## src/common/sflc_pkg.sv

```systemverilog
// Package for the serial flash controller: constants, enums and carrier structs.
// Assumes a single 100 MHz core clock and plain-port register access.
`default_nettype none
package sflc_pkg;
  // Core clock and link timing.
  localparam int CLK_MHZ = 100;
  localparam int SCK_MAX_MHZ = 20;
  // Half period of the serial clock in core cycles, rounded up to stay within the maximum rate.
  localparam int SCK_HALF_CYC = (CLK_MHZ + 2 * SCK_MAX_MHZ - 1) / (2 * SCK_MAX_MHZ);
  // Field positions and reset values.
  localparam int STRAP_VENDOR_BIT = 3;
  localparam logic [3:0] STRAP_RST = 4'h0;
  localparam logic [7:0] SIZE_CFG_RST = 8'h00;
  localparam int SIZE_FORCE_LO = 4;
  // Core cycles after reset release before the synchronised strap pins are valid.
  localparam logic [1:0] STRAP_SETTLE = 2'h2;
  localparam logic [1:0] FORCE_NONE = 2'h0;
  localparam logic [1:0] FORCE_BIT9 = 2'h1;
  localparam logic [1:0] FORCE_BIT10 = 2'h2;
  // Flash opcodes for the two vendor families.
  localparam logic [7:0] OP_RD_264 = 8'he8;
  localparam logic [7:0] OP_WR_264 = 8'h82;
  localparam logic [7:0] OP_ER_264 = 8'h81;
  localparam logic [7:0] OP_ID_264 = 8'hd7;
  localparam logic [7:0] OP_RD_256 = 8'h03;
  localparam logic [7:0] OP_WR_256 = 8'h0a;
  localparam logic [7:0] OP_ER_256 = 8'hdb;
  localparam logic [7:0] OP_ID_256 = 8'h9f;
  localparam int BYTE_MAX = 255;

  typedef enum logic [1:0] {CMD_WORD_WR, CMD_WORD_RD, CMD_STR_RD, CMD_ERASE} sflc_cmd_type;

  // One command as software issues it.
  typedef struct packed {
    sflc_cmd_type op;
    logic first;
    logic last;
    logic mode256;
  } sflc_req_type;

  // Bit-bang pin set: data out, data in, chip select low, clock.
  typedef struct packed {
    logic so;
    logic si;
    logic csN;
    logic sck;
  } sflc_pins_type;
endpackage : sflc_pkg
`default_nettype wire

```

## src/hw/sflc_top.sv

```systemverilog
// Serial flash controller: command sequencer, strap self-configuration, bit-bang,
// pass mode and a four-level access semaphore.
// Assumes flash pins are asynchronous to ref_clk; software drives the control ports.
//
// Notes on behaviour
// - Talks to flash over four SPI signals, clock at most 20 MHz.
// - Software acts only through command registers; controller runs the SPI transfer.
// - Sequencer supports word write, word read, string read and page erase.
// - Straps on SPI pins are sampled at reset to self-configure.
// - Top strap bit picks 264-byte family (1) or 256-byte family (0).
// - Sampled straps are readable in the strap reconfiguration register.
// - After reset the flash ID is read and size stored in size register.
// - Strap and size registers are writable to override auto configuration.
// - Page mode bit chooses 256-byte or legacy 264-byte pages.
// - In 256 mode page is addr[23:8], byte addr[7:0], bit 8 forced zero.
// - In 256 mode string reads roll to next page after a word starting at byte 0xFF.
// - In 256 mode size register bits 5:4 force address bit 9 or bit 10 to zero.
// - Legacy mode passes the 24-bit address straight to the flash.
// - Bit-bang enable makes low data register bits drive or show SPI pins.
// - Pass enable replaces command sequencing with pass mode.
// - Pass mode drives select per first/last and shifts out one software byte, then three more words for a string-read op.
// - Semaphore lets one of four requesters own the flash at a time.
// - Request level 0 has top priority, reserved for firmware.
`timescale 1ns/100ps
`default_nettype none
module sflc_top #(
  parameter int ADDR_W = 24
) (
  input wire logic ref_clk,
  input wire logic sys_rst,
  input wire logic cmdStart,
  input wire sflc_pkg::sflc_req_type cmdReq,
  input wire logic [31:0] writeDataReg,
  input wire logic [ADDR_W-1:0] flashAddressReg,
  output logic [31:0] readDataReg,
  output logic cmdDone,
  output logic cmdBusy,
  input wire logic bitbangEn,
  input wire logic passEn,
  input wire logic strapWrEn,
  input wire logic [3:0] strapWrData,
  output logic [3:0] strapReconfigReg,
  input wire logic sizeWrEn,
  input wire logic [7:0] sizeWrData,
  output logic [7:0] deviceSizeConfigReg,
  input wire logic [3:0] semReq,
  input wire logic [3:0] semRelease,
  output logic [3:0] semGrant,
  output logic spiSck,
  output logic spiCsN,
  output logic spiMosi,
  output logic spiMosiOe,
  input wire logic spiMiso,
  input wire logic spiMosiIn,
  input wire logic spiCsIn,
  input wire logic spiSckIn
);
  import sflc_pkg::*;

  typedef enum logic [2:0] {ST_STRAP, ST_IDLE, ST_SHIFT, ST_NEXT, ST_GAP} sflc_state_type;

  // ----------------------------------------------------------------
  // Pin synchronisers
  // ----------------------------------------------------------------
  logic [3:0] pinMeta_q, pinSync_q;
  // The synchroniser resets low, so strap capture must wait until it has filled.
  // All pins that arrive from the flash side pass two flops before use.
  always_ff @(posedge ref_clk or posedge sys_rst) begin
    if (sys_rst) begin
      pinMeta_q <= 4'h0;
      pinSync_q <= 4'h0;
    end else begin
      pinMeta_q <= {spiMiso, spiMosiIn, spiCsIn, spiSckIn};
      pinSync_q <= pinMeta_q;
    end
  end
  wire logic misoSync = pinSync_q[3];

  // ----------------------------------------------------------------
  // Semaphore
  // ----------------------------------------------------------------
  logic [3:0] grant_q, grant_d;
  // A release in the same cycle withdraws that level's request at once.
  // Adding one to the inverse isolates the lowest set bit, the highest priority.
  wire logic [3:0] pendReq = semReq & ~semRelease;
  wire logic [3:0] lowestReq = pendReq & (~pendReq + 4'h1);
  // A grant is held until its owner releases; only then may the lowest level win.
  always_comb begin
    grant_d = grant_q & ~semRelease;
    if (grant_d == 4'h0) begin
      grant_d = lowestReq;
    end
  end
  assign semGrant = grant_q;

  // ----------------------------------------------------------------
  // Configuration registers
  // ----------------------------------------------------------------
  logic [3:0] strap_q;
  logic [7:0] size_q;
  // Software writes take effect at once; the boot capture wins only in its own cycle.
  logic [1:0] strapCnt_q;
  logic idRun_q, wrap_q;
  wire logic vendor264 = strap_q[STRAP_VENDOR_BIT];
  assign strapReconfigReg = strap_q;
  assign deviceSizeConfigReg = size_q;

  // ----------------------------------------------------------------
  // Address mapping
  // ----------------------------------------------------------------
  logic [ADDR_W-1:0] addr_q;
  sflc_req_type cmdReq_q;
  // The 256-byte mode clears bit 8 and the size-selected bit; legacy passes through.
  function automatic logic [ADDR_W-1:0] mapAddr(input logic [ADDR_W-1:0] a,
                                               input logic m256, input logic [1:0] frc);
    logic [ADDR_W-1:0] r;
    r = a;
    if (m256) begin
      r[8] = 1'b0;
      if (frc == FORCE_BIT9) r[9] = 1'b0;
      if (frc == FORCE_BIT10) r[10] = 1'b0;
    end
    return r;
  endfunction
  wire logic [1:0] forceSel = size_q[SIZE_FORCE_LO +: 2];
  wire logic [ADDR_W-1:0] physAddr = mapAddr(addr_q, cmdReq_q.mode256, forceSel);

  // ----------------------------------------------------------------
  // Sequencer
  // ----------------------------------------------------------------
  sflc_state_type state_q;
  logic [63:0] shift_q;
  logic [6:0] bitsLeft_q;
  logic [1:0] words_q;
  logic [31:0] rdata_q;
  logic done_q, sck_q, csN_q;
  logic [$clog2(SCK_HALF_CYC+1)-1:0] div_q;
  wire logic tick = (div_q == '0);

  // Opcode lookup by family and command.
  function automatic logic [7:0] opcode(input logic v264, input sflc_cmd_type c);
    unique case (c)
      CMD_WORD_WR: return v264 ? OP_WR_264 : OP_WR_256;
      CMD_ERASE: return v264 ? OP_ER_264 : OP_ER_256;
      default: return v264 ? OP_RD_264 : OP_RD_256;
    endcase
  endfunction

  // A page roll is only needed on reads; writes must end their page with last.
  // The check uses the word's start address, so a string read must be placed to suit.
  wire logic isRead = (cmdReq_q.op == CMD_WORD_RD) || (cmdReq_q.op == CMD_STR_RD);
  wire logic pageWrap = cmdReq_q.mode256 && isRead && (addr_q[7:0] == 8'(BYTE_MAX));
  wire logic autoStart = cmdStart && (cmdBusy == 1'b0) && !bitbangEn;
  wire logic sfMode = !bitbangEn;

  // Serial clock divider: a tick every SCK_HALF_CYC cycles keeps SCK within 20 MHz.
  // It runs freely, so only the select-to-clock setup may be short, never a clock phase.
  always_ff @(posedge ref_clk or posedge sys_rst) begin
    if (sys_rst) div_q <= '0;
    else div_q <= tick ? ($bits(div_q))'(SCK_HALF_CYC - 1) : div_q - 1'b1;
  end

  // Main sequencer: strap capture, ID read, commands, pass mode and page rollover.
  always_ff @(posedge ref_clk or posedge sys_rst) begin
    if (sys_rst) begin
      state_q <= ST_STRAP;
      strap_q <= STRAP_RST;
      size_q <= SIZE_CFG_RST;
      strapCnt_q <= 2'h0;
      idRun_q <= 1'b0;
      wrap_q <= 1'b0;
      cmdReq_q <= '0;
      addr_q <= '0;
      shift_q <= '0;
      bitsLeft_q <= '0;
      words_q <= '0;
      rdata_q <= '0;
      done_q <= 1'b0;
      sck_q <= 1'b0;
      csN_q <= 1'b1;
      grant_q <= 4'h0;
    end else begin
      grant_q <= grant_d;
      if (strapWrEn) strap_q <= strapWrData;
      if (sizeWrEn) size_q <= sizeWrData;
      unique case (state_q)
        ST_STRAP: begin
          // Straps are caught once the two-flop synchroniser holds the pin levels.
          // Reading earlier would capture the synchroniser's reset value instead.
          if (strapCnt_q != STRAP_SETTLE) begin
            strapCnt_q <= strapCnt_q + 2'h1;
          end else begin
            strap_q <= pinSync_q;
            idRun_q <= 1'b1;
            cmdReq_q <= '{op: CMD_WORD_RD, first: 1'b1, last: 1'b1, mode256: 1'b0};
            shift_q <= {(pinSync_q[STRAP_VENDOR_BIT] ? OP_ID_264 : OP_ID_256), 56'h0};
            bitsLeft_q <= 7'd16;
            words_q <= 2'd0;
            csN_q <= 1'b0;
            state_q <= ST_SHIFT;
          end
        end
        ST_IDLE: begin
          // Starts while busy or in bit-bang are dropped without any trace.
          // Pass mode reuses the shifter and sends the software byte, followed by three more words for a string-read op.
          if (autoStart) begin
            done_q <= 1'b0;
            cmdReq_q <= cmdReq;
            addr_q <= flashAddressReg;
            if (cmdReq.first) csN_q <= 1'b0;
            if (passEn) begin
              shift_q <= {writeDataReg[7:0], 56'h0};
              bitsLeft_q <= 7'd8;
            end else begin
              shift_q <= {opcode(vendor264, cmdReq.op),
                          mapAddr(flashAddressReg, cmdReq.mode256, forceSel),
                          writeDataReg};
              bitsLeft_q <= (cmdReq.op == CMD_ERASE) ? 7'd32 : 7'd64;
            end
            words_q <= (cmdReq.op == CMD_STR_RD) ? 2'd3 : 2'd0;
            state_q <= ST_SHIFT;
          end
        end
        ST_SHIFT: begin
          // The serial clock only runs here, so it stands still between frames.
          if (tick) begin
            sck_q <= ~sck_q;
            if (sck_q) begin
              // Falling edge moves the next bit out and keeps the sampled one.
              shift_q <= {shift_q[62:0], misoSync};
              bitsLeft_q <= bitsLeft_q - 7'd1;
              if (bitsLeft_q == 7'd1) state_q <= ST_NEXT;
            end
          end
        end
        ST_NEXT: begin
          // One word is complete: keep it, step the address and pick the next step.
          rdata_q <= shift_q[31:0];
          addr_q <= addr_q + ADDR_W'(4);
          idRun_q <= 1'b0;
          // Only the boot-time ID read loads the size, and only if nobody overrode it.
          if (idRun_q && size_q == SIZE_CFG_RST) begin
            size_q <= shift_q[7:0];
          end
          wrap_q <= pageWrap && (words_q != 2'd0);
          if (words_q != 2'd0) begin
            words_q <= words_q - 2'd1;
            bitsLeft_q <= 7'd32;
            if (pageWrap) begin
              // Deselect closes the page; the gap state reopens at the next address.
              csN_q <= 1'b1;
              state_q <= ST_GAP;
            end else begin
              state_q <= ST_SHIFT;
            end
          end else begin
            // Without last the select stays low, so pass-mode bytes can be chained.
            if (cmdReq_q.last) csN_q <= 1'b1;
            state_q <= ST_GAP;
          end
        end
        ST_GAP: begin
          // A wrapped string read reopens the next page with a fresh opcode and address.
          if (wrap_q) begin
            wrap_q <= 1'b0;
            csN_q <= 1'b0;
            shift_q <= {opcode(vendor264, cmdReq_q.op), physAddr, 32'h0};
            bitsLeft_q <= 7'd64;
            state_q <= ST_SHIFT;
          end else begin
            done_q <= 1'b1;
            state_q <= ST_IDLE;
          end
        end
        default: state_q <= ST_IDLE;
      endcase
    end
  end

  // ----------------------------------------------------------------
  // Pin and status outputs
  // ----------------------------------------------------------------
  // In bit-bang mode the low register bits are the pins; software owns timing.
  wire sflc_pins_type bbPins = sflc_pins_type'(writeDataReg[3:0]);
  assign spiSck = sfMode ? sck_q : bbPins.sck;
  assign spiCsN = sfMode ? csN_q : bbPins.csN;
  assign spiMosi = sfMode ? shift_q[63] : bbPins.si;
  // The data-out line is always driven; strap levels arrive on separate inputs.
  assign spiMosiOe = 1'b1;
  assign readDataReg = bitbangEn ? {28'h0, pinSync_q} : rdata_q;
  assign cmdDone = done_q;
  assign cmdBusy = (state_q != ST_IDLE);
endmodule // sflc_top
`default_nettype wire

```

## config.mk

```make
export PLATFORM = sky130hd
export DESIGN_NAME = sflc_top
export DESIGN_NICKNAME = d
export VERILOG_FILES = /design/src/common/sflc_pkg.sv /design/src/hw/sflc_top.sv
export SDC_FILE = /design/constraint.sdc
export NUM_CORES = 1
export LEC_CHECK = 0
export BUFFER_PORTS_ARGS = -buffer_cell sky130_fd_sc_hd__buf_2
export CAP_MARGIN = 10
export CORE_AREA = 2 2 178 180
export CTS_BUF_LIST = sky130_fd_sc_hd__clkbuf_2
export DETAILED_ROUTE_END_ITERATION = 16
export DIE_AREA = 0 0 180 182
export PLACE_DENSITY = 0.5
export SYNTH_ARGS = -nofsm -noshare
export SYNTH_HDL_FRONTEND = slang
export SYNTH_SLANG_ARGS = --single-unit
```

## constraint.sdc

```tcl
create_clock -name ref_clk -period 5.1 [get_ports ref_clk]
set_input_delay 0.51 -clock ref_clk [delete_from_list [all_inputs] [get_ports ref_clk]]
set_output_delay 0.51 -clock ref_clk [all_outputs]
set_load 0.02 [all_outputs]
```

==> run metrics, run 1 <==
Fmax 0.315 GHz; Mapped Area 9100 µm²; TritonCTS Buffers 17; syn_area_per_cell 10.5 µm²; Remaining DRCs 0; Layout Area Growth over Synthesis 21.3%; pwr/cell area 512 nW/µm²; Fillers 3,170; Post-synth EDFFs 0; die span in y 182 µm; Hold Path Depth 3; DRT iter0 DRCs 535; final critical-path share of the clock period 62.2%; Max Cap Viol 0; htree depth 4; CTS tree yes; Die Wd 180 µm; Clock Sinks 169; final wirelength 26,100 µm; Global Route Usage Sum 16.1%; Slew Viols, Final 0; Async S/R FF share, synth 100%; Yosys cell types 79; Hold EP shift_q[28]; Worst Path Max Fanout 24; CTS resizes 0; Tmin final 3170 ps; row cnt 65; first-pass iteration count of the detailed router 6; commonest non-fill, non-tap cell in the layout dfrtp_1; nature of the critical path endpoint output pin; Reg2Reg Depth 5; Synthesized Nets 976; commonest cells after routing, fill and taps aside dfrtp_1 (168), buf_2 (144), nand2_1 (120), dlygate4sd3_1 (68), inv_1 (46); final hold viol count 0; TNS Setup 0 ps; yosys warns 0; Worst Hold Launch writeDataReg[28]; Final setup viols 0; status completed; Vias/cell 5.00; Top Family by Delay on Critical Path flip-flops; share of layout cells above drive strength 1 24.7%; post-DR wirelength/cell 17.8 µm; Worst-Skew Late Latency 790 ps; Slew headroom 34.8%; reg2reg start state_q[2]; first-pass GRT wire length 42,100 µm; CP peak stage delay 780 ps; Max clock buf depth 2; total number of vias 7,342; Crit Path Category reg2out; Seq/Total Area, Yosys 46.5%; Bufs and invs on worst path 2; post-route antenna net violation count 0; Seq cells post-synth 169; Mapped Cells 870; critical path's slowest cell dfrtp_1; largest net degree at the start of global routing 104; total gr overflow 0; worst setup margin 1930 ps; Cell Chain, Critical Path nor3b_4 -> inv_2 -> buf_2; P_leak 0.00509 µW; worst vdd ir 0.271 mV; total I/O pin count 146; pre-CTS setup slack 2210 ps; Worst setup SP type flip-flop; flop2flop setup slack 2050 ps; # port buffers 144; gpl congestion 0.800; worst-margin pin slew 976 ps; HPWL after DPL 17,300 µm; worst setup path start state_q[2]; vias in the first global route 7,305; clock slew at reported path FFs 270 ps; Req. time, crit path 4590 ps; Worst Skew 38.2 ps; area of the core 31,000 µm²; dominant synthesized flop cell dfrtp_1; final net count 1,156; RSZ-0062 raised after global routing no; Initial Util 29.4%; initial antenna violation count 3; sequential cell area 4230 µm²; crit path DAT 2660 ps; multi-input gate area in the final layout 4360 µm²; Reg-to-Reg End addr_q[11]; CTS root buf clkbuf_2; final core occ 35.6%; hold crit path type in2reg; die area 32,800 µm²
==> layer usage <==
metal | wire length (µm) | track usage [%]
met1 | 12800 | 23.0
met4 | 369 | 4.46
met2 | 11800 | 24.9
met3 | 1190 | 3.19
met5 | 0 | 0
==> state kept, by name, summed over array words and instances (netlist names), 2 cells and up <==
| name | cells |
|---|---|
| strapReconfigReg | 4 |
| addr_q | 24 |
| bitsLeft_q | 7 |
| semGrant | 4 |
| pinMeta_q | 4 |
| cmdReq_q | 4 |
| state_q | 3 |
| div_q | 2 |
| deviceSizeConfigReg | 8 |
| strapCnt_q | 2 |
| pinSync_q | 4 |
| words_q | 2 |
| shift_q | 64 |
| rdata_q | 32 |
==> worst min-delay path, delay by kind of cell <==
kind / cells / cell delay [ps]
AOI/OAI and AO/OA: 1 / 120
buffers and inverters: 1 / 90
muxes: 1 / 130
==> power by group <==
| part | internal, µW | leakage (µW) | switching [µW] | total, µW |
|---|---|---|---|---|
| Sequential | 1830 | 0.00218 | 449 | 2280 |
| Clock | 237 | 0.000148 | 541 | 778 |
| Combinational | 1170 | 0.00276 | 1420 | 2590 |
==> metrics by stage <==
step | cell area, µm² | total power, µW | std cells | hold slack (ps)
2_1_floorplan | 9100 | 4240 | 870 | 331
5_1_grt | 11000 | 6090 | 1467 | 7.56
4_1_cts | 11000 | 5730 | 1465 | 1.24
3_3_place_gp | 10100 | 4860 | 1365 | 334
3_5_place_dp | 10100 | 4890 | 1365 | 335
6_report | 11000 | 5650 | 1468 | 86.6
==> how the worst max path moves through the flow <==
| stage | end | cells after the start |
|---|---|---|
| after floorplan | addr_q[0] | 1 |
| after global placement | addr_q[22] | 5 |
| after detailed placement | addr_q[8] | 5 |
| after CTS | cmdBusy | 3 |
| after global routing | cmdBusy | 3 |
| final | cmdBusy | 3 |
==> cell usage after synthesis, types with 10 or more instances <==
cell type | number | area share (%)
o21ai_0 | 21 | 1.2
mux2_4 | 37 | 6.1
a21oi_1 | 21 | 1.2
mux2i_1 | 36 | 4.0
nand2_1 | 120 | 4.9
clkbuf_1 | 27 | 1.1
a311oi_1 | 14 | 1.3
inv_1 | 47 | 1.9
mux2_2 | 13 | 1.6
nor2_1 | 44 | 1.8
ha_1 | 12 | 1.6
nor2b_1 | 36 | 2.5
buf_2 | 17 | 0.93
a222oi_1 | 21 | 2.3
a22o_1 | 34 | 3.3
dfrtp_1 | 168 | 46
and4_1 | 10 | 0.96
a211oi_1 | 13 | 1.1
nor3_1 | 16 | 0.88
==> logic make-up after synthesis <==
logic type               share of synthesized area, %
AND/OR/NAND/NOR                                  17.7
adder cells (fa/ha/maj)                          2.09
other                                          0.0412
AO/OA/AOI/OAI                                    15.7
flip-flops                                       46.5
buffers and inverters                            5.93
XOR/XNOR                                        0.385
multiplexers                                     11.7
==> layout make-up <==
type / count / share of cell area, %
diodes: 3 / 0.0680
multi-input cells: 588 / 39.5
flip-flops and latches: 169 / 38.3
clock buffers: 17 / 0.771
inverters: 48 / 1.68
well taps: 402 / 4.56
repair buffers: 226 / 13.6
clock inverters: 15 / 1.47
==> timing repair <==
item                                   CTS  global route
endpoints found under the hold margin  179             0
setup buffers                            0             0
hold buffers                            68             0
No activity file was read; power rests on OpenSTA's default activity.
==> run 2, diff against run 1 <==
==> constraint.sdc (replaced) <==
create_clock -name ref_clk -period 2.9 [get_ports ref_clk]
set_input_delay 0.29 -clock ref_clk [delete_from_list [all_inputs] [get_ports ref_clk]]
set_output_delay 0.29 -clock ref_clk [all_outputs]
set_load 0.02 [all_outputs]
==> run metrics, run 2 (synthesis gave the netlist of run 1 again) <==
status completed; die span in y 182 µm; area of the core 31,000 µm²; Cell Chain, Critical Path buf_4 -> nor3b_4 -> inv_2 -> buf_2; Reg-to-Reg End shift_q[56]; total power 10,200 µW; largest net degree at the start of global routing 64; nature of the critical path endpoint output pin; CTS root buf clkbuf_2; multi-input gate area in the final layout 4360 µm²; post-DR wirelength/cell 17.5 µm; worst vdd ir 0.444 mV; Reg2Reg Depth 6; sequential power share 39.6%; Worst setup SP type flip-flop; crit path DAT 2400 ps; P_leak 0.00528 µW; Worst Path Max Fanout 16; RSZ-0062 raised after global routing no; final critical-path share of the clock period 92.9%; Regs by FF count shift_q x64, rdata_q x32, addr_q x24; # Post-CTS Setup Buffers 0; HPWL after DPL 18,100 µm; Initial Util 29.4%; htree depth 4; commonest non-fill, non-tap cell in the layout dfrtp_1; Crit Path Category reg2out; die area 32,800 µm²; Reg with most FFs shift_q; flop2flop setup slack 490 ps; Die Wd 180 µm; CTS resizes 0; Slew Viols, Final 0; worst-margin pin slew 726 ps; Global Route Usage Sum 16.4%; Slew headroom 51.4%; pwr/cell area 883 nW/µm²; first-pass iteration count of the detailed router 6; Worst Skew 47.9 ps; Fmax 0.371 GHz; Psw 4260 µW; P_int 5900 µW; clock slew at reported path FFs 290 ps; TritonCTS Buffers 17; gpl congestion 0.840; Max clock buf depth 2; Req. time, crit path 2610 ps; share of layout cells above drive strength 1 24.8%; initial antenna violation count 1; Comb power frac 47.5%; # port buffers 144; DRT iter0 DRCs 550; CP peak stage delay 560 ps; Tmin final 2690 ps; Clock Sinks 169; hold crit path type in2async; Sw Share 41.9%; clock power share 13.0%; Final setup viols 0; final wirelength 26,400 µm; total gr overflow 0; reg2reg start state_q[0]; first-pass GRT wire length 42,700 µm; Fillers 3,118; Worst-Skew Late Latency 780 ps; post-route antenna net violation count 0; vias in the first global route 7,547; final hold viol count 0; commonest cells after routing, fill and taps aside dfrtp_1 (168), buf_2 (144), nand2_1 (120), dlygate4sd3_1 (100), inv_1 (46); total I/O pin count 146; Layout Area Growth over Synthesis 26.4%; total number of vias 7,486; Remaining DRCs 0; sequential cell area 4230 µm²; final net count 1,198; critical path's slowest cell dfrtp_1; Vias/cell 4.96; Max Cap Viol 0; CTS tree yes; max FFs per register 64; TNS Setup 0 ps; row cnt 65
run 2: cell types whose count changed in the layout (fill, tap and decap cells not counted):
| cell | before | now |
|---|---|---|
| inv_8 | 3 | 1 |
| clkinv_2 | 3 | 2 |
| diode_2 | 3 | 1 |
| dlygate4sd3_1 | 68 | 100 |
| clkbuf_2 | 17 | 19 |
| buf_12 | 0 | 7 |
| buf_4 | 14 | 17 |
| clkinvlp_4 | 2 | 6 |
| clkinv_1 | 1 | 0 |
| inv_6 | 4 | 2 |
run 2: worst max path at each step:
stage	to	startpoint	depth (start not counted)
global route	cmdBusy	state_q[2]	4
global placement	shift_q[56]	div_q[0]	7
detailed placement	shift_q[56]	div_q[0]	7
finish	cmdBusy	state_q[2]	4
CTS	cmdBusy	state_q[2]	4
floorplan	addr_q[0]	sys_rst	1
run 2: per-layer routing:
metal  part of all wire, %  global-route usage (%)  vias up
met2                    46                    26.3      195
li1                      -                       -     3576
met5                     0                       0        -
met4                   1.3                    4.26        0
met1                    48                    22.9     3698
met3                   4.5                    2.93       17
run 2: critical path: cells and delay by family (launching register included):
family	cells	cell delay, ps
buffers and inverters	3	650
DFF	1	560
and+or+nand+nor	1	410
run 2: metrics by stage:
| stage | worst slack [ps] | cell area [µm²] | hold WS, ps | instances | util, % |
|---|---|---|---|---|---|
| floorplan | 456 | 9100 | 321 | 870 | - |
| global placement | 575 | 10300 | 332 | 1375 | 33.1 |
| detailed placement | 559 | 10300 | 335 | 1375 | 33.1 |
| CTS | 135 | 11500 | 36.3 | 1507 | 37.1 |
| global route | 17.2 | 11500 | 56.7 | 1508 | 37.1 |
| finish | 207 | 11500 | 102 | 1508 | 37.1 |
run 2: power by group through the flow:
| stage | registers [µW] | logic (µW) | clock network [µW] |
|---|---|---|---|
| 2_1_floorplan | 3780 | 3670 | 0 |
| 3_3_place_gp | 4050 | 4680 | 0 |
| 3_5_place_dp | 4060 | 4720 | 0 |
| 4_1_cts | 4010 | 4860 | 1380 |
| 5_1_grt | 4170 | 5290 | 1470 |
| 6_report | 4020 | 4820 | 1320 |
run 2: what timing repair did:
action                     4_1_cts  5_1_grt
hold buffers                   100        0
hold endpoints to repair       235        0
setup endpoints to repair        0        0
run 2: layout make-up:
type | count | area share (%)
diodes | 1 | 0.0217
clock inverters | 13 | 1.26
repair buffers | 268 | 17.3
multi-input cells | 588 | 37.9
clock buffers | 19 | 0.826
flip-flops and latches | 169 | 36.8
inverters | 48 | 1.60
well taps | 402 | 4.37
